`src/hdl/crss_pkg.sv`:
```
// Constants, field layout and access kinds for the lane register steering.
// Assumes a single 50 MHz management clock and byte-wide register access.
package crss_pkg;

	// ****************************************************************
	// Sizes and addresses
	// ****************************************************************
	localparam int       NUM_LANES        = 4;
	localparam logic [7:0] SELECT_ADDR    = 8'hff;
	localparam logic [7:0] LANE_CTRL_ADDR = 8'h00;
	localparam logic [7:0] LANE_FLAGS_ADDR = 8'h01;

	// ****************************************************************
	// Field positions and values after reset
	// ****************************************************************
	localparam int         SEL_BROADCAST_BIT = 3;
	localparam int         SEL_ENABLE_BIT    = 2;
	localparam int         SEL_INDEX_LSB     = 0;
	localparam logic [3:0] SELECT_RESET      = 4'h0;
	localparam logic [7:0] SELECT_READ_VALUE = 8'h00;

	localparam int         CTRL_CORE_BIT   = 3;
	localparam int         CTRL_REGS_BIT   = 2;
	localparam int         CTRL_REFCLK_BIT = 1;
	localparam int         CTRL_VCO_BIT    = 0;
	localparam logic [7:0] CTRL_RESET      = 8'h00;

	localparam int         FLAG_LOCK_LOST_BIT   = 4;
	localparam int         FLAG_SIGNAL_LOST_BIT = 0;
	localparam logic [2:0] FLAG_SPARE_RESET     = 3'h0;

	// Where a staged access is steered.
	typedef enum logic [1:0] {
		CRSS_TO_SHARED = 2'b00,
		CRSS_TO_LANES  = 2'b01,
		CRSS_TO_SELECT = 2'b10
	} crss_target_type;

endpackage

```
`src/hdl/crss_lane_if.sv`:
```
// Access signals between the steering logic and one lane register set.
// Assumes both ends run on the same clock.
interface crss_lane_if;
	import crss_pkg::*;
	logic       wr;
	logic       rd;
	logic [7:0] addr;
	logic [7:0] wdata;
	logic [7:0] rdata;
	logic [7:0] ctrl;

	modport lane (input wr, input rd, input addr, input wdata,
		output rdata, output ctrl);
	modport steer (output wr, output rd, output addr, output wdata,
		input rdata, input ctrl);
endinterface

```
`src/hdl/crss_lane_regs.sv`:
```
// One lane register set: soft reset controls and sticky loss flags.
// Assumes lock and signal inputs are already synchronised to clk.
module crss_lane_regs
	import crss_pkg::*;
(
	input wire logic   clk,
	input wire logic   rst_n,
	input wire logic   lock_sync,
	input wire logic   signal_sync,
	crss_lane_if.lane  port_if
);

	logic [7:0] ctrl;
	logic [2:0] flag_spare;
	logic       lock_lost_flag;
	logic       signal_lost_flag;
	logic       lock_prev;
	logic       signal_prev;

	// ****************************************************************
	// Decode
	// ****************************************************************

	// A restore request lasts one cycle because it clears itself.
	wire restore  = ctrl[CTRL_REGS_BIT];
	wire wr_ctrl  = port_if.wr && (port_if.addr == LANE_CTRL_ADDR);
	wire wr_flags = port_if.wr && (port_if.addr == LANE_FLAGS_ADDR);
	wire rd_flags = port_if.rd && (port_if.addr == LANE_FLAGS_ADDR);
	// Falling edges mean the level was present the cycle before.
	wire lock_drop   = lock_prev && !lock_sync;
	wire signal_drop = signal_prev && !signal_sync;

	wire [7:0] flags_value = {flag_spare, lock_lost_flag, 3'h0,
		signal_lost_flag};

	// Read mux; unmapped lane addresses read as zero.
	assign port_if.rdata = (port_if.addr == LANE_CTRL_ADDR) ? ctrl :
		(port_if.addr == LANE_FLAGS_ADDR) ? flags_value : 8'h00;
	assign port_if.ctrl = ctrl;

	// ****************************************************************
	// Registers
	// ****************************************************************

	// Control register; bit 2 puts the whole set back to defaults.
	always_ff @(posedge clk or negedge rst_n) begin
		if (!rst_n) begin
			ctrl       <= CTRL_RESET;
			flag_spare <= FLAG_SPARE_RESET;
		end else if (restore) begin
			ctrl       <= CTRL_RESET;
			flag_spare <= FLAG_SPARE_RESET;
		end else begin
			if (wr_ctrl)
				ctrl <= port_if.wdata;
			if (wr_flags)
				flag_spare <= port_if.wdata[7:5];
		end
	end

	// Sticky flags; a new event wins over a clear in the same cycle.
	always_ff @(posedge clk or negedge rst_n) begin
		if (!rst_n) begin
			lock_lost_flag   <= 1'b0;
			signal_lost_flag <= 1'b0;
			lock_prev        <= 1'b0;
			signal_prev      <= 1'b0;
		end else begin
			lock_prev   <= lock_sync;
			signal_prev <= signal_sync;
			if (lock_drop)
				lock_lost_flag <= 1'b1;
			else if (rd_flags || restore)
				lock_lost_flag <= 1'b0;
			if (signal_drop)
				signal_lost_flag <= 1'b1;
			else if (restore)
				signal_lost_flag <= 1'b0;
		end
	end

endmodule

```
`src/hdl/crss_steer.sv`:
```
// Register steering between the shared set and four lane sets.
// Holds the select register, the access staging and the read answer.
// Assumes a framing front end delivers one-cycle read and write strobes
// and that the shared set answers combinationally in the staged cycle.
// Assumes lane status pins may change at any time, on any clock.
module crss_steer
	import crss_pkg::*;
(
	// Clock, reset and host register port.
	input  wire logic       sys_clk,
	input  wire logic       reset_n,
	input  wire logic [7:0] reg_addr,
	input  wire logic [7:0] reg_wdata,
	input  wire logic       reg_wr,
	input  wire logic       reg_rd,
	output logic      [7:0] reg_rdata,
	output logic            reg_rvalid,
	// Shared register set standing behind the steering.
	output logic      [7:0] shared_addr,
	output logic      [7:0] shared_wdata,
	output logic            shared_wr,
	output logic            shared_rd,
	input  wire logic [7:0] shared_rdata,
	// Lane status pins and lane reset controls.
	input  wire logic [3:0] lock_in,
	input  wire logic [3:0] signal_in,
	output logic      [3:0] lane_core_reset,
	output logic      [3:0] refclk_domain_reset,
	output logic      [3:0] vco_divider_domain_reset
);

	// ****************************************************************
	// Reset release and pin synchronisers
	// ****************************************************************

	logic [1:0] rst_pipe;
	logic       rst_n;
	logic [3:0] lock_meta;
	logic [3:0] lock_sync;
	logic [3:0] signal_meta;
	logic [3:0] signal_sync;

	// Reset asserts at once and releases two edges later.
	// Releasing through flops lets every flop behind the pipe leave reset
	// on the same edge, so no lane set starts ahead of the steering.
	always_ff @(posedge sys_clk or negedge reset_n) begin
		if (!reset_n)
			rst_pipe <= 2'h0;
		else
			rst_pipe <= {rst_pipe[0], 1'b1};
	end
	assign rst_n = rst_pipe[1];

	// Lane status pins come from analog blocks on other clocks.
	// Two flops trade two cycles of latency for a settled level; a
	// loss is therefore seen about three edges after the pin drops,
	// which is far quicker than any host can poll the flags.
	always_ff @(posedge sys_clk or negedge rst_n) begin
		if (!rst_n) begin
			lock_meta   <= 4'h0;
			lock_sync   <= 4'h0;
			signal_meta <= 4'h0;
			signal_sync <= 4'h0;
		end else begin
			lock_meta   <= lock_in;
			lock_sync   <= lock_meta;
			signal_meta <= signal_in;
			signal_sync <= signal_meta;
		end
	end

	// ****************************************************************
	// Select register and request decode
	// ****************************************************************

	// The select register keeps only the four bits that decode.
	logic [3:0] select;
	logic       broadcast_write_enable;
	logic       lane_set_access_enable;
	logic [1:0] lane_index;

	// The select fields are named wires so the decode below reads
	// like the table of select values.
	assign broadcast_write_enable = select[SEL_BROADCAST_BIT];
	assign lane_set_access_enable = select[SEL_ENABLE_BIT];
	assign lane_index             = select[SEL_INDEX_LSB +: 2];

	// Address 0xff never reaches a lane set, whatever the selection.
	// Testing the address before the enable bit makes sure a select
	// write with lanes enabled still lands in the select register.
	wire hit_select = (reg_addr == SELECT_ADDR);
	wire hit_lanes  = lane_set_access_enable && !hit_select;
	wire crss_target_type next_target = hit_select ? CRSS_TO_SELECT :
		hit_lanes ? CRSS_TO_LANES : CRSS_TO_SHARED;
	// Broadcast widens writes only; reads stay on one lane.
	wire [3:0] next_wr_mask = broadcast_write_enable ? 4'hf :
		(4'h1 << lane_index);

	// The selection only changes on a write to 0xff, so it persists.
	// Upper bits are dropped; the host is expected to write them as zero.
	// With the enable bit clear, the index and broadcast bits are kept
	// but have no effect until the enable bit is set again.
	always_ff @(posedge sys_clk or negedge rst_n) begin
		if (!rst_n)
			select <= SELECT_RESET;
		else if (reg_wr && hit_select)
			select <= reg_wdata[3:0];
	end

	// ****************************************************************
	// Staged access
	// ****************************************************************

	crss_target_type stage_target;
	logic            stage_wr;
	logic            stage_rd;
	logic      [7:0] stage_addr;
	logic      [7:0] stage_wdata;
	logic      [3:0] stage_wr_mask;
	logic      [1:0] stage_rd_lane;

	// The target is fixed at request time so a later select write
	// cannot redirect an access already in flight.
	// Staging costs one cycle on every access, but both register sets
	// then see a registered strobe and address, which keeps the decode
	// out of the path from the host's strobes.
	always_ff @(posedge sys_clk or negedge rst_n) begin
		if (!rst_n) begin
			stage_target  <= CRSS_TO_SHARED;
			stage_wr      <= 1'b0;
			stage_rd      <= 1'b0;
			stage_addr    <= 8'h00;
			stage_wdata   <= 8'h00;
			stage_wr_mask <= 4'h0;
			stage_rd_lane <= 2'h0;
			shared_wr     <= 1'b0;
			shared_rd     <= 1'b0;
		end else begin
			stage_target  <= next_target;
			stage_wr      <= reg_wr;
			stage_rd      <= reg_rd;
			stage_addr    <= reg_addr;
			stage_wdata   <= reg_wdata;
			stage_wr_mask <= next_wr_mask;
			stage_rd_lane <= lane_index;
			shared_wr     <= reg_wr && (next_target == CRSS_TO_SHARED);
			shared_rd     <= reg_rd && (next_target == CRSS_TO_SHARED);
		end
	end
	// The shared set sees the staged address and data straight from flops.
	assign shared_addr  = stage_addr;
	assign shared_wdata = stage_wdata;

	// ****************************************************************
	// Lane register sets
	// ****************************************************************

	logic [7:0] lane_rdata [NUM_LANES];

	// Strobes toward the lane sets, qualified by the staged target.
	wire        stage_lanes    = (stage_target == CRSS_TO_LANES);
	wire        lane_wr_strobe = stage_wr && stage_lanes;
	wire        lane_rd_strobe = stage_rd && stage_lanes;

	// One complete, independent set per lane.
	// Writes follow the mask fixed at request time, so a broadcast
	// lands in every set on the same edge. Reads go to one lane only,
	// so a broadcast selection cannot clear the loss flags of the
	// lanes that were not read.
	generate
		for (genvar i = 0; i < NUM_LANES; i++) begin : g_lane
			crss_lane_if lane_if ();
			assign lane_if.wr    = lane_wr_strobe &&
				stage_wr_mask[i];
			assign lane_if.rd    = lane_rd_strobe &&
				(stage_rd_lane == 2'(i));
			assign lane_if.addr  = stage_addr;
			assign lane_if.wdata = stage_wdata;
			assign lane_rdata[i] = lane_if.rdata;
			// Reset controls leave straight from each lane's control
			// flops, so the lane blocks never see a decode glitch.
			assign lane_core_reset[i]          = lane_if.ctrl[CTRL_CORE_BIT];
			assign refclk_domain_reset[i]      = lane_if.ctrl[CTRL_REFCLK_BIT];
			assign vco_divider_domain_reset[i] = lane_if.ctrl[CTRL_VCO_BIT];
			crss_lane_regs u_lane (
				.clk         (sys_clk),
				.rst_n       (rst_n),
				.lock_sync   (lock_sync[i]),
				.signal_sync (signal_sync[i]),
				.port_if     (lane_if.lane)
			);
		end
	endgenerate

	// ****************************************************************
	// Read answer
	// ****************************************************************

	// Sources of the answer, chosen by the target fixed at request
	// time. Lane data is taken in the staged cycle, so a flag that
	// clears on this read is returned as it stood before the clear.
	wire       read_select    = (stage_target == CRSS_TO_SELECT);
	wire [7:0] lane_read_word = lane_rdata[stage_rd_lane];

	// The select register has no readback path; a fixed value is
	// returned so the host never sees a floating byte.
	wire [7:0] read_mux = read_select ?
		SELECT_READ_VALUE :
		stage_lanes ? lane_read_word :
		shared_rdata;

	// Every read answers two edges after its strobe.
	// The data register only moves with an answer, so a host that
	// samples it a few cycles late still sees the byte it asked for.
	always_ff @(posedge sys_clk or negedge rst_n) begin
		if (!rst_n) begin
			reg_rdata  <= 8'h00;
			reg_rvalid <= 1'b0;
		end else begin
			reg_rvalid <= stage_rd;
			if (stage_rd)
				reg_rdata <= read_mux;
		end
	end

endmodule

```
`config.mk`:
```
export PLATFORM = sky130hd
export DESIGN_NAME = crss_steer
export DESIGN_NICKNAME = d
export VERILOG_FILES = /design/src/hdl/crss_pkg.sv /design/src/hdl/crss_lane_if.sv /design/src/hdl/crss_lane_regs.sv /design/src/hdl/crss_steer.sv
export SDC_FILE = /design/constraint.sdc
export NUM_CORES = 1
export LEC_CHECK = 0
export BUFFER_PORTS_ARGS = -buffer_cell sky130_fd_sc_hd__buf_2
export CORE_ASPECT_RATIO = 0.75
export CORE_UTILIZATION = 40
export CTS_CLUSTER_SIZE = 8
export DETAILED_ROUTE_END_ITERATION = 7
export PLACE_DENSITY = 0.62
export SLEW_MARGIN = 5
export SYNTH_ARGS = -nofsm -noshare
export SYNTH_HDL_FRONTEND = slang
export SYNTH_SLANG_ARGS = --single-unit
export TNS_END_PERCENT = 100
```
`constraint.sdc`:
```
create_clock -name sys_clk -period 5.75 [get_ports sys_clk]
set_clock_uncertainty 0.15 [all_clocks]
set_input_delay 1.15 -clock sys_clk [delete_from_list [all_inputs] [get_ports sys_clk]]
set_output_delay 1.15 -clock sys_clk [all_outputs]
set_load 0.01 [all_outputs]
```
**After elaboration in Yosys (flattened, before gate mapping)**

Index checks and enable logic that the tools add are counted.
W data, S select, Z words.

- Flip-flop bits (word level): 119
- Input port bits: 36
- Output and inout bits: 39
- Logic and storage cells: 169

- Order comparisons: 1
- Equal/unequal tests: 7
- Shift-type cells: 1
- Mux-type cells: 48
- Bitwise logic cells: 1
- Reduce and logical (&&, ||, !) cells: 66

Operator list:

| kind | count |
|---|---|
| $mux W8 | 20 |
| $logic_and A1 B1 Y1 | 34 |
| $reduce_bool A2 Y1 | 16 |
| $mux W3 | 8 |
| $mux W1 | 17 |
| $bmux W8 S2 | 1 |
| $logic_not A1 Y1 | 9 |
| $eq A8 B1 Y1 const B | 1 |
| $eq A8 B8 Y1 const B | 1 |
| $logic_not A8 Y1 | 1 |
| $eq A2 B2 Y1 const B | 3 |
| $eq A2 B1 Y1 const B | 2 |
| $logic_not A2 Y1 | 2 |
| $logic_or A1 B1 Y1 | 4 |
| $mux W4 | 1 |
| $shl A1 B2 Y4 const A | 1 |
| $ge A3 B3 Y1 const B | 1 |
| $not A2 Y3 | 1 |
| $mux W2 | 1 |

**Longest topological paths before layout**

Gate-level depths: netlist (run 1).

- Depth after elaboration: 8
- Depth in mapped cells: 6
- Gate-level depth less buffers: 4

**Hierarchy**

Synthesis (run 1) repeated with hierarchy kept, for this count alone.

- Cell total of the unflattened synthesis: 446
- Area total of the unflattened synthesis: 5,325.1 um^2

By module, submodules not included:

| module | instances | cells an instance | area each (um^2) | sequential area each (um^2) |
|---|---|---|---|---|
| crss_lane_regs | 4 | 72 | 750.7 | 375.4 |
| crss_steer | 1 | 158 | 2,322.2 | 1,476.4 |

**Least setup slack after synthesis (run 1)**

No wires, ideal clock.

- Path type: input-to-reg
- Start: input reg_addr[6]
- End: register select[0]
- Library setup time: 0.125 ns
- Arrival time: 2.036 ns
- Data required time: 5.475 ns
- Setup slack: 3.439 ns
- Cell stages on the path: 4
- Buffers on the path: 0
- Cells stage by stage: nand4_1 > nor2_1 > and2_0 > mux2_2

- Longest elaborated chain between the ends: 2

RTL lines:

| item | RTL line | RTL |
|---|---|---|
| start, declared | crss_steer.sv:12 | `input wire logic [7:0] reg_addr,` |
| $eq A8 B8 Y1 | crss_steer.sv:91 | `wire hit_select = (reg_addr == SELECT_ADDR);` |
| named net hit_select | crss_steer.sv:91 |  |
| $logic_and A1 B1 Y1 | crss_steer.sv:106 | `else if (reg_wr && hit_select)` |
| end signal, assigned | crss_steer.sv:107 | `select <= reg_wdata[3:0];` |
| end, declared | crss_steer.sv:77 | `logic [3:0] select;` |

The timed path passes the listed nets, and every way through them passes these cells.
A chain may end at the register's enable or synchronous reset.

**Worst setup path after layout (run 1)**

- Start: register stage_addr[0], in the netlist shared_addr[0]
- End: register g_lane[3].u_lane.ctrl[0]

- Longest elaborated chain between the ends: 3

RTL lines:

| item | RTL line | RTL |
|---|---|---|
| start, declared | crss_steer.sv:117 | `logic [7:0] stage_addr;` |
| start signal, assigned | crss_steer.sv:142 | `stage_addr <= reg_addr;` |
| $logic_not A8 Y1 | crss_lane_regs.sv:26 | `wire wr_ctrl = port_if.wr && (port_if.addr == LANE_CTRL_ADDR);` |
| $logic_and A1 B1 Y1 | crss_lane_regs.sv:26 |  |
| $reduce_bool A2 Y1 (no source line) | n/a |  |
| end signal, assigned | crss_lane_regs.sv:55 | `ctrl <= port_if.wdata;` |
| end, declared | crss_lane_regs.sv:13 | `logic [7:0] ctrl;` |

No other way between the ends.

==> results.sh, run 1 <==
export IMPL_outcome="finished, final reports clean"
export IMPL_syn_inst=352
export IMPL_final_cell_mix="dfrtp_1, buf_2, nor2_1"
export IMPL_p_leak_uw=0.00306
export IMPL_drc=0
export IMPL_cts_num_sinks=119
export IMPL_synth_ff_type="dfrtp_1"
export IMPL_cp_arrival_ps=2840
export IMPL_crit_buf_inv=0
export IMPL_cts_resized=0
export IMPL_worst_path_stages=4
export IMPL_core_um2=11100
export IMPL_nFillCells=976
export IMPL_setup_viol=0
export IMPL_layout_nets=455
export IMPL_maxCapViolCount=0
export IMPL_cts_tree="built"
export IMPL_antenna_cells=0
export IMPL_slew_limit_headroom_pct=30.2
export IMPL_syn_nets=388
export IMPL_dpl_worst_slack_ps=3040
export IMPL_grt_overflow=0
export IMPL_synth_seq_cells=119
export IMPL_die_area_um2=12200
export IMPL_io_buffer_count=74
export IMPL_clock_latency_ps=400
export IMPL_setup_slack_ps=3020
export IMPL_slew_viol_final=0
export IMPL_antenna_found_initial=0
export IMPL_avgSynthCellArea_um2=13.3
export IMPL_synthArstFlopShare_pct=100
export IMPL_die_w_um=127
export IMPL_rsz0062_at_grt="no"
export IMPL_cts_max_level=4
export IMPL_tightest_slew_ps=1050
export IMPL_power_density_nw_per_um2=353
export IMPL_r2r_cells=4
export IMPL_synth_fa_ha_area_share_pct=0
export IMPL_path_cells="nor4bb_1, nand4_2, mux2i_1, nor2_1"
export IMPL_drive_gt1_share_pct=29.7
export IMPL_min_period_ps=2730
export IMPL_gr_usage_all_layers_pct=18.7
export IMPL_synth_cell_types=42
export IMPL_finalNonFillerCells=568
export IMPL_path_clk_slew_ps=50
export IMPL_post_cts_setup_buffers=0
export IMPL_initial_core_util_pct=42.0
export IMPL_ant_nets=0
export IMPL_yosys_area_share_simple_pct=11.3
export IMPL_routed_wl_mm=9.94
export IMPL_timing_fmax_ghz=0.366
export IMPL_cp_end_kind="flip-flop"
export IMPL_grt_pass1_vias=2979
export IMPL_syn_to_final_growth_pct=21.0
export IMPL_core_rowCount=33
export IMPL_cp_max_fo=16
export IMPL_hold_violations=0
export IMPL_synth_mux_area_share_pct=14.9
export IMPL_dr_total_vias=2906
export IMPL_worstHoldPathType="reg2async"
export IMPL_fin_setup_tns_ps=0
export IMPL_root_buffer="clkbuf_16"
export IMPL_die_y_um=95.7
export IMPL_drtIter0Drc=267
export IMPL_synth_top_family_by_area="multiplexers"
export IMPL_viasPerCell=5.12
export IMPL_ys_seq_area_share_pct=63.6
export IMPL_crit_slowest_cell="nor4bb_1"
export IMPL_critPathKind="reg2reg"
export IMPL_crit_path_start_kind="flip-flop"
export IMPL_synth_xor_area_share_pct=0.187
export IMPL_drtPass1Iterations=4
export IMPL_grt_pass1_wl_mm=16.5
export IMPL_io_pins=75
export IMPL_grt_max_degree=86
export IMPL_cpPeakStageDelay_ps=930
export IMPL_avgRoutedWirePerCell_um=17.5
export IMPL_dp_cells=540
export IMPL_max_vdd_ir_drop_mv=0.260
export IMPL_synthesis_area_um2=4690
export IMPL_finalCritPeriodShare_pct=47.5
export IMPL_gp_congestion=0.740
export IMPL_required_ps=5860
export IMPL_cp_top_family="simple AND/OR/NAND/NOR gates"
export IMPL_cts_buffers=17
export IMPL_yosys_warnings=0
export IMPL_synth_compound_area_share_pct=5.47
export IMPL_clockBufferDepth=2
export IMPL_layout_commonest_cell="dfrtp_1"
export IMPL_synth_edf_count=0
export IMPL_ctsHoldBuffers=0
export IMPL_hpwl_mm=6.54
## Yosys cell counts (2+ instances only)
| master | instances | share of area, % |
|---|---|---|
| nor2_1 | 45 | 3.6 |
| mux4_2 | 9 | 4.3 |
| a31oi_1 | 6 | 0.80 |
| a21o_1 | 4 | 0.64 |
| buf_4 | 12 | 1.9 |
| mux2_2 | 5 | 1.2 |
| o22ai_1 | 4 | 0.53 |
| o21bai_1 | 2 | 0.32 |
| buf_2 | 4 | 0.43 |
| nand3_1 | 5 | 0.53 |
| a22o_1 | 2 | 0.37 |
| nand4_1 | 6 | 0.80 |
| dfrtp_1 | 119 | 64 |
| o21ai_0 | 9 | 0.96 |
| clkbuf_1 | 11 | 0.88 |
| nor3b_1 | 6 | 0.96 |
| o311ai_1 | 2 | 0.37 |
| and2_2 | 2 | 0.32 |
| a21oi_1 | 2 | 0.21 |
| nand2_1 | 5 | 0.40 |
| mux2i_1 | 44 | 9.4 |
| nand2b_1 | 2 | 0.27 |
| o221ai_1 | 2 | 0.37 |
| nand4_2 | 5 | 1.3 |
| inv_1 | 16 | 1.3 |
| nor2b_1 | 7 | 0.93 |
## state kept, by name (all words and copies together) (netlist names), 8 cells and up
name	count
shared_wdata	8
shared_addr	8
reg_rdata	8
g_lane.u_lane.port_if.ctrl	32
g_lane.u_lane.flag_spare	12
## layer usage
layer	vias to the layer above	GRT usage, %	routed length (um)
met5	-	0	0
met4	0	5.95	91
met3	7	5.06	501
met2	91	27.1	4250
met1	1443	27.4	5100
li1	1365	-	-
## final timing paths
| kind | startpoint | end | slack (ps) |
|---|---|---|---|
| worst max-delay path | shared_addr[0]$_DFF_PN0_ | g_lane[3].u_lane.port_if.ctrl[0]$_DFFE_PN0P_ | 3020 |
| worst min-delay path | rst_pipe[1]$_DFF_PN0_ | shared_addr[2]$_DFF_PN0_ | 110 |
| worst max register to register | shared_addr[0]$_DFF_PN0_ | g_lane[3].u_lane.port_if.ctrl[0]$_DFFE_PN0P_ | 3020 |
| worst min register to register | rst_pipe[1]$_DFF_PN0_ | shared_addr[2]$_DFF_PN0_ | 110 |
| max in group asynchronous | rst_pipe[1]$_DFF_PN0_ | g_lane[0].u_lane.port_if.ctrl[7]$_DFFE_PN0P_ | 3920 |
| min in group sys_clk | signal_meta[0]$_DFF_PN0_ | signal_sync[0]$_DFF_PN0_ | 200 |
## per-stage QoR
| step | power, uW | hold slack, ps | util, % | cell area (um^2) |
|---|---|---|---|---|
| global route | 2070 | 163 | 50.9 | 5670 |
| CTS | 2020 | 139 | 50.9 | 5670 |
| floorplan | 945 | 181 | - | 4690 |
| global placement | 984 | 136 | 45.7 | 5090 |
| detailed placement | 985 | 134 | 45.7 | 5090 |
| finish | 2000 | 114 | 50.9 | 5670 |
## area by class of cell
class / count / area [um^2] / share of cell area (%)
Timing Repair Buffer: 75 / 378 / 6.66
Tap cell: 140 / 175 / 3.09
Sequential cell: 119 / 2980 / 52.6
Clock inverter: 3 / 65.1 / 1.15
Inverter: 16 / 60.1 / 1.06
Clock buffer: 25 / 515 / 9.09
Multi-Input combinational cell: 190 / 1500 / 26.4
## cells by family after synthesis
logic type,after synthesis
buffers and inverters,43
AOI/OAI and AO/OA,38
xor gates and xnor gates,1
DFF,119
and+or+nand+nor,92
other,1
muxes,58
## where the power goes
group	switching, uW	internal, uW	leakage (uW)
clock	334	696	0.000287
combinational	39.3	33.5	0.00128
sequential	31.0	866	0.00149
(Power assumes the default switching activity.)
==> inputs of run 2 (changes only) <==
ABC_AREA = 1   (was not set)
PLACE_DENSITY = 0.64   (was 0.62)
clock period = 2.4 ns   (was 5.75 ns; I/O delays follow)
==> results.sh, run 2 <==
export IMPL_cts_resized=0
export IMPL_syn_inst=497
export IMPL_synth_ff_type="dfrtp_1"
export IMPL_gr_usage_all_layers_pct=21.2
export IMPL_routed_wl_mm=11.6
export IMPL_grt_overflow=0
export IMPL_cts_buffers=17
export IMPL_drive_gt1_share_pct=21.6
export IMPL_worstHoldPathType="in2reg"
export IMPL_cts_tree="built"
export IMPL_critPathKind="reg2reg"
export IMPL_max_vdd_ir_drop_mv=0.519
export IMPL_grt_max_degree=53
export IMPL_syn_nets=533
export IMPL_layout_commonest_cell="nand2_1"
export IMPL_synthesis_area_um2=4720
export IMPL_finalCritPeriodShare_pct=88.0
export IMPL_die_w_um=127
export IMPL_antenna_cells=0
export IMPL_grt_pass1_vias=3706
export IMPL_cts_max_level=4
export IMPL_clock_latency_ps=410
export IMPL_min_period_ps=2110
export IMPL_drtIter0Drc=261
export IMPL_antenna_found_initial=0
export IMPL_synth_cell_types=22
export IMPL_hold_violations=0
export IMPL_initial_core_util_pct=42.2
export IMPL_root_buffer="clkbuf_16"
export IMPL_dpl_worst_slack_ps=343
export IMPL_synth_top_area_cell="dfrtp_1"
export IMPL_cp_arrival_ps=2290
export IMPL_avgSynthCellArea_um2=9.50
export IMPL_viasPerCell=5.01
export IMPL_setup_slack_ps=287
export IMPL_power_density_nw_per_um2=904
export IMPL_maxCapViolCount=0
export IMPL_drtPass1Iterations=5
export IMPL_hpwl_mm=8.11
export IMPL_tightest_slew_ps=694
export IMPL_final_cell_mix="nand2_1, dfrtp_1, buf_2"
export IMPL_reg2reg_slack_ps=290
export IMPL_dr_total_vias=3727
export IMPL_finalNonFillerCells=744
export IMPL_syn_to_final_growth_pct=24.0
export IMPL_avgRoutedWirePerCell_um=15.5
export IMPL_synth_area_top_cells="dfrtp_1, nand2_1, o21ai_0"
export IMPL_crit_start="shared_addr[3]$_DFF_PN0_"
export IMPL_synth_most_common_cell="nand2_1"
export IMPL_synthTopCellsByCount="nand2_1, dfrtp_1, o21ai_0"
export IMPL_slew_viol_final=0
export IMPL_netlist_area_leader_share_pct=63.0
export IMPL_dp_cells=711
export IMPL_required_ps=2580
export IMPL_synth_seq_cells=119
export IMPL_cts_num_sinks=119
export IMPL_drc=0
export IMPL_fin_setup_tns_ps=0
export IMPL_layout_nets=610
export IMPL_cp_end_kind="flip-flop"
export IMPL_gp_congestion=0.875
export IMPL_largest_reg_flops=32
export IMPL_largest_registers="g_lane.u_lane.port_if.ctrl (32), g_lane.u_lane.flag_spare (12)"
export IMPL_regMostFlops="g_lane.u_lane.port_if.ctrl"
export IMPL_io_buffer_count=74
export IMPL_slew_limit_headroom_pct=53.7
export IMPL_min_delay_start="lock_in[3]"
export IMPL_grt_pass1_wl_mm=18.9
export IMPL_timing_fmax_ghz=0.473
export IMPL_ys_seq_area_share_pct=63.0
export IMPL_rsz0062_at_grt="no"
export IMPL_yosys_warnings=0
export IMPL_path_clk_slew_ps=60
export IMPL_synth_edf_count=0
export IMPL_io_pins=75
export IMPL_ant_nets=0
export IMPL_p_leak_uw=0.00298
export IMPL_crit_path_start_kind="flip-flop"
export IMPL_r2r_start="shared_addr[3]$_DFF_PN0_"
export IMPL_core_rowCount=33
export IMPL_setup_viol=0
export IMPL_outcome="finished, final reports clean"
export IMPL_synthArstFlopShare_pct=100
export IMPL_die_area_um2=12300
export IMPL_cp_max_fo=15
export IMPL_die_y_um=96.1
export IMPL_core_um2=11200
export IMPL_clockBufferDepth=2
-- run 2: changes by cell type after synthesis, sizes merged, moves of 9 or more --
| cell | previous run | this run |
|---|---|---|
| mux4 | 9 | 0 |
| nand4 | 12 | 3 |
| mux2i | 44 | 0 |
| o21ai | 9 | 57 |
| inv | 16 | 46 |
| nand2 | 5 | 145 |
| nor2 | 45 | 31 |
| nand3 | 5 | 48 |
-- run 2: power by group --
| part | leakage [uW] | internal (uW) | total (uW) | switching, uW |
|---|---|---|---|---|
| logic | 0.00121 | 122 | 322 | 200 |
| clock network | 0.000318 | 1870 | 2770 | 898 |
| registers | 0.00145 | 2120 | 2200 | 85.8 |
-- run 2: logic make-up (layout without fill, tap and decap cells) --
kind of cell           after synthesis  after routing  share of synthesized area, %
AOI/OAI and AO/OA                   74             74                          8.50
DFF                                119            119                          63.0
buffers and inverters               71            161                          7.15
other                                1              1                        0.0794
and+or+nand+nor                    232            232                          21.2
-- run 2: area by class of cell --
cell class	count	area, um^2
Sequential cell	119	2980
Fill cell	1010	5330
Clock inverter	12	200
Clock buffer	20	447
Inverter	46	173
Tap cell	157	196
Timing Repair Buffer	83	453
Multi-Input combinational cell	307	1410
-- run 2: critical path, cell delays in order (launching register included) --
cell and delay (ps):
dfrtp_1 390, nor2_2 140, nand2_2 100, nor2_4 410, nand2_1 350, nor2_1 320
nand2_1 90, o21ai_0 90
-- run 2: worst paths after layout --
path,end,depth (start not counted)
min in group asynchronous,rst_pipe[1]$_DFF_PN0_,2
setup reg to reg,g_lane[1].u_lane.port_if.ctrl[3]$_DFFE_PN0P_,7
max in group asynchronous,g_lane[0].u_lane.port_if.ctrl[3]$_DFFE_PN0P_,1
hold / removal,lock_meta[3]$_DFF_PN0_,1
setup / recovery,g_lane[1].u_lane.port_if.ctrl[3]$_DFFE_PN0P_,7
hold reg to reg,signal_sync[3]$_DFF_PN0_,0
-- run 2: repair_timing --
action,in CTS,in global routing
buffers inserted,0,0
endpoints found under the hold margin,2,0
hold buffers,1,0
-- run 2: metrics by stage --
step / hold slack (ps) / area, um^2 / util [%] / power (uW)
after floorplan: 34.4 / 4720 / - / 2410
after global placement: 115 / 5200 / 46.5 / 2550
after detailed placement: 117 / 5200 / 46.5 / 2560
after CTS: 3.12 / 5860 / 52.4 / 5340
after global routing: 1.53 / 5860 / 52.4 / 5490
final: 19.5 / 5860 / 52.4 / 5290
-- run 2: per-layer routing --
layer / vias to the layer above / routed length [um] / GRT usage [%]
met2: 158 / 5390 / 32.6
met3: 18 / 896 / 6.23
li1: 1763 / - / -
met4: 0 / 142 / 9.13
met5: - / 0 / 0
met1: 1788 / 5140 / 28.1
==> inputs of run 3 (changes only) <==
PLACE_DENSITY = 0.62   (was 0.64)
SKIP_CTS_REPAIR_TIMING = 1   (was not set)
SLEW_MARGIN = 10   (was 5)
clock period = 2.1 ns   (was 2.4 ns; I/O delays follow)
==> results.sh, run 3 (synthesis results as in run 2) <==
export IMPL_outcome="finished, final reports clean"
export IMPL_grt_max_degree=49
export IMPL_wl_met3_um=700
export IMPL_antenna_found_initial=0
export IMPL_required_ps=2300
export IMPL_max_vdd_ir_drop_mv=0.628
export IMPL_power_density_nw_per_um2=926
export IMPL_drtPass1Iterations=5
export IMPL_dr_total_vias=3827
export IMPL_fin_setup_tns_ps=0
export IMPL_largest_reg_flops=32
export IMPL_grt_overflow=0
export IMPL_drive_gt1_share_pct=21.2
export IMPL_setup_viol=0
export IMPL_regMostFlops="g_lane.u_lane.port_if.ctrl"
export IMPL_antenna_cells=0
export IMPL_gr_usage_all_layers_pct=20.3
export IMPL_die_area_um2=12300
export IMPL_finalCritPeriodShare_pct=87.4
export IMPL_root_buffer="clkbuf_16"
export IMPL_rsz0062_at_grt="no"
export IMPL_cts_buffers=17
export IMPL_io_buffer_count=74
export IMPL_drtIter0Drc=323
export IMPL_power_switching_uw=1330
export IMPL_cts_tree="built"
export IMPL_slew_viol_final=0
export IMPL_highest_layer="met4"
export IMPL_syn_to_final_growth_pct=28.5
export IMPL_cp_max_fo=9
export IMPL_largest_registers="g_lane.u_lane.port_if.ctrl (32), g_lane.u_lane.flag_spare (12)"
export IMPL_timing_fmax_ghz=0.545
export IMPL_nFillCells=1021
export IMPL_gp_congestion=0.852
export IMPL_cts_max_level=4
export IMPL_avgRoutedWirePerCell_um=14.9
export IMPL_hold_violations=0
export IMPL_die_w_um=127
export IMPL_swShare_pct=23.6
export IMPL_seqPwrFrac_pct=44.8
export IMPL_routed_wl_mm=11.5
export IMPL_drc=0
export IMPL_maxCapViolCount=0
export IMPL_clock_power_share_pct=47.9
export IMPL_m1WireLength_mm=5.37
export IMPL_p_leak_uw=0.00306
export IMPL_grt_pass1_vias=3478
export IMPL_crit_path_start_kind="flip-flop"
export IMPL_clockBufferDepth=2
export IMPL_hpwl_mm=8.00
export IMPL_io_pins=75
export IMPL_final_cell_mix="nand2_1, dfrtp_1, buf_2"
export IMPL_layout_commonest_cell="nand2_1"
export IMPL_core_um2=11200
export IMPL_intPower_uw=4290
export IMPL_cts_num_sinks=119
export IMPL_layout_nets=642
export IMPL_path_clk_slew_ps=50
export IMPL_core_rowCount=33
export IMPL_clock_latency_ps=420
export IMPL_combPwrFrac_pct=7.3
export IMPL_die_y_um=96.1
export IMPL_wl_met2_mm=5.31
export IMPL_worstHoldPathType="in2async"
export IMPL_slew_limit_headroom_pct=63.7
export IMPL_viasPerCell=4.94
export IMPL_cp_end_kind="flip-flop"
export IMPL_ant_nets=0
export IMPL_grt_pass1_wl_mm=18.1
export IMPL_tightest_slew_ps=544
export IMPL_seq_area_um2=2980
export IMPL_min_period_ps=1840
export IMPL_finalPower_uw=5620
export IMPL_multi_input_area_um2=1410
export IMPL_initial_core_util_pct=42.2
export IMPL_critPathKind="reg2reg"
export IMPL_cp_arrival_ps=2040
-- run 3: cell types whose count changed in the layout (fill, tap and decap cells not counted) --
cell and delta:
dlygate4sd3_1 +26, bufinv_16 -4, clkinv_4 -3, clkinvlp_4 +3, clkbuf_8 +2, buf_4 +6
-- run 3: area by class of cell --
type / instances / share of cell area [%]
inverter: 46 / 2.85
timing repair buffer: 115 / 12.5
multi-input combinational: 307 / 23.2
tap: 157 / 3.24
clock buffer: 22 / 7.82
clock inverter: 8 / 1.26
sequential: 119 / 49.1
-- run 3: path summary, 6_finish.rpt --
path	start	endpoint	slack, ps	cells past startpoint
max reg2reg	shared_addr[3]$_DFF_PN0_	reg_rdata[4]$_DFFE_PN0P_	260	10
min reg2reg	rst_pipe[1]$_DFF_PN0_	select[0]$_DFFE_PN0P_	170	0
max in group asynchronous	rst_pipe[1]$_DFF_PN0_	shared_wdata[6]$_DFF_PN0_	980	1
min	reset_n	rst_pipe[1]$_DFF_PN0_	160	2
min in group sys_clk	shared_rdata[1]	reg_rdata[1]$_DFFE_PN0P_	160	3
max	shared_addr[3]$_DFF_PN0_	reg_rdata[4]$_DFFE_PN0P_	260	10
-- run 3: through the flow --
step / cell area (um^2) / setup slack [ps] / hold WS [ps] / utilization, % / std cells
3_5_place_dp: 5250 / 288 / 56.7 / 46.9 / 717
4_1_cts: 5800 / 271 / -391 / 51.8 / 747
6_report: 6070 / 265 / 157 / 54.2 / 774
2_1_floorplan: 4730 / 594 / -25.6 / - / 497
3_3_place_gp: 5250 / 323 / 54.8 / 46.9 / 717
5_1_grt: 6070 / 53.0 / 155 / 54.2 / 774
-- run 3: critical path: stages (launching register included) --
cell and delay [ps]:
dfrtp_1 400, nor2_2 140, nand2_2 90, nor2_4 270, buf_4 220, nand2_1 60
nand3_1 70, nand2_1 60, o21ai_1 170, nand2_1 70, nand2_1 70
-- run 3: power groups by stage --
stage                     sequential [uW]  combinational, uW  clock (uW)
after CTS                            2520                373        2740
after floorplan                      2570                189           0
after detailed placement             2560                370           0
after global placement               2560                363           0
final                                2520                408        2690
after global routing                 2530                460        2840
-- run 3: metal layers --
metal | global-route usage, % | vias to the layer above
li1 | - | 1822
met1 | 27.9 | 1860
met2 | 30.3 | 127
met3 | 6.06 | 18
met4 | 8.23 | 0
met5 | 0 | -
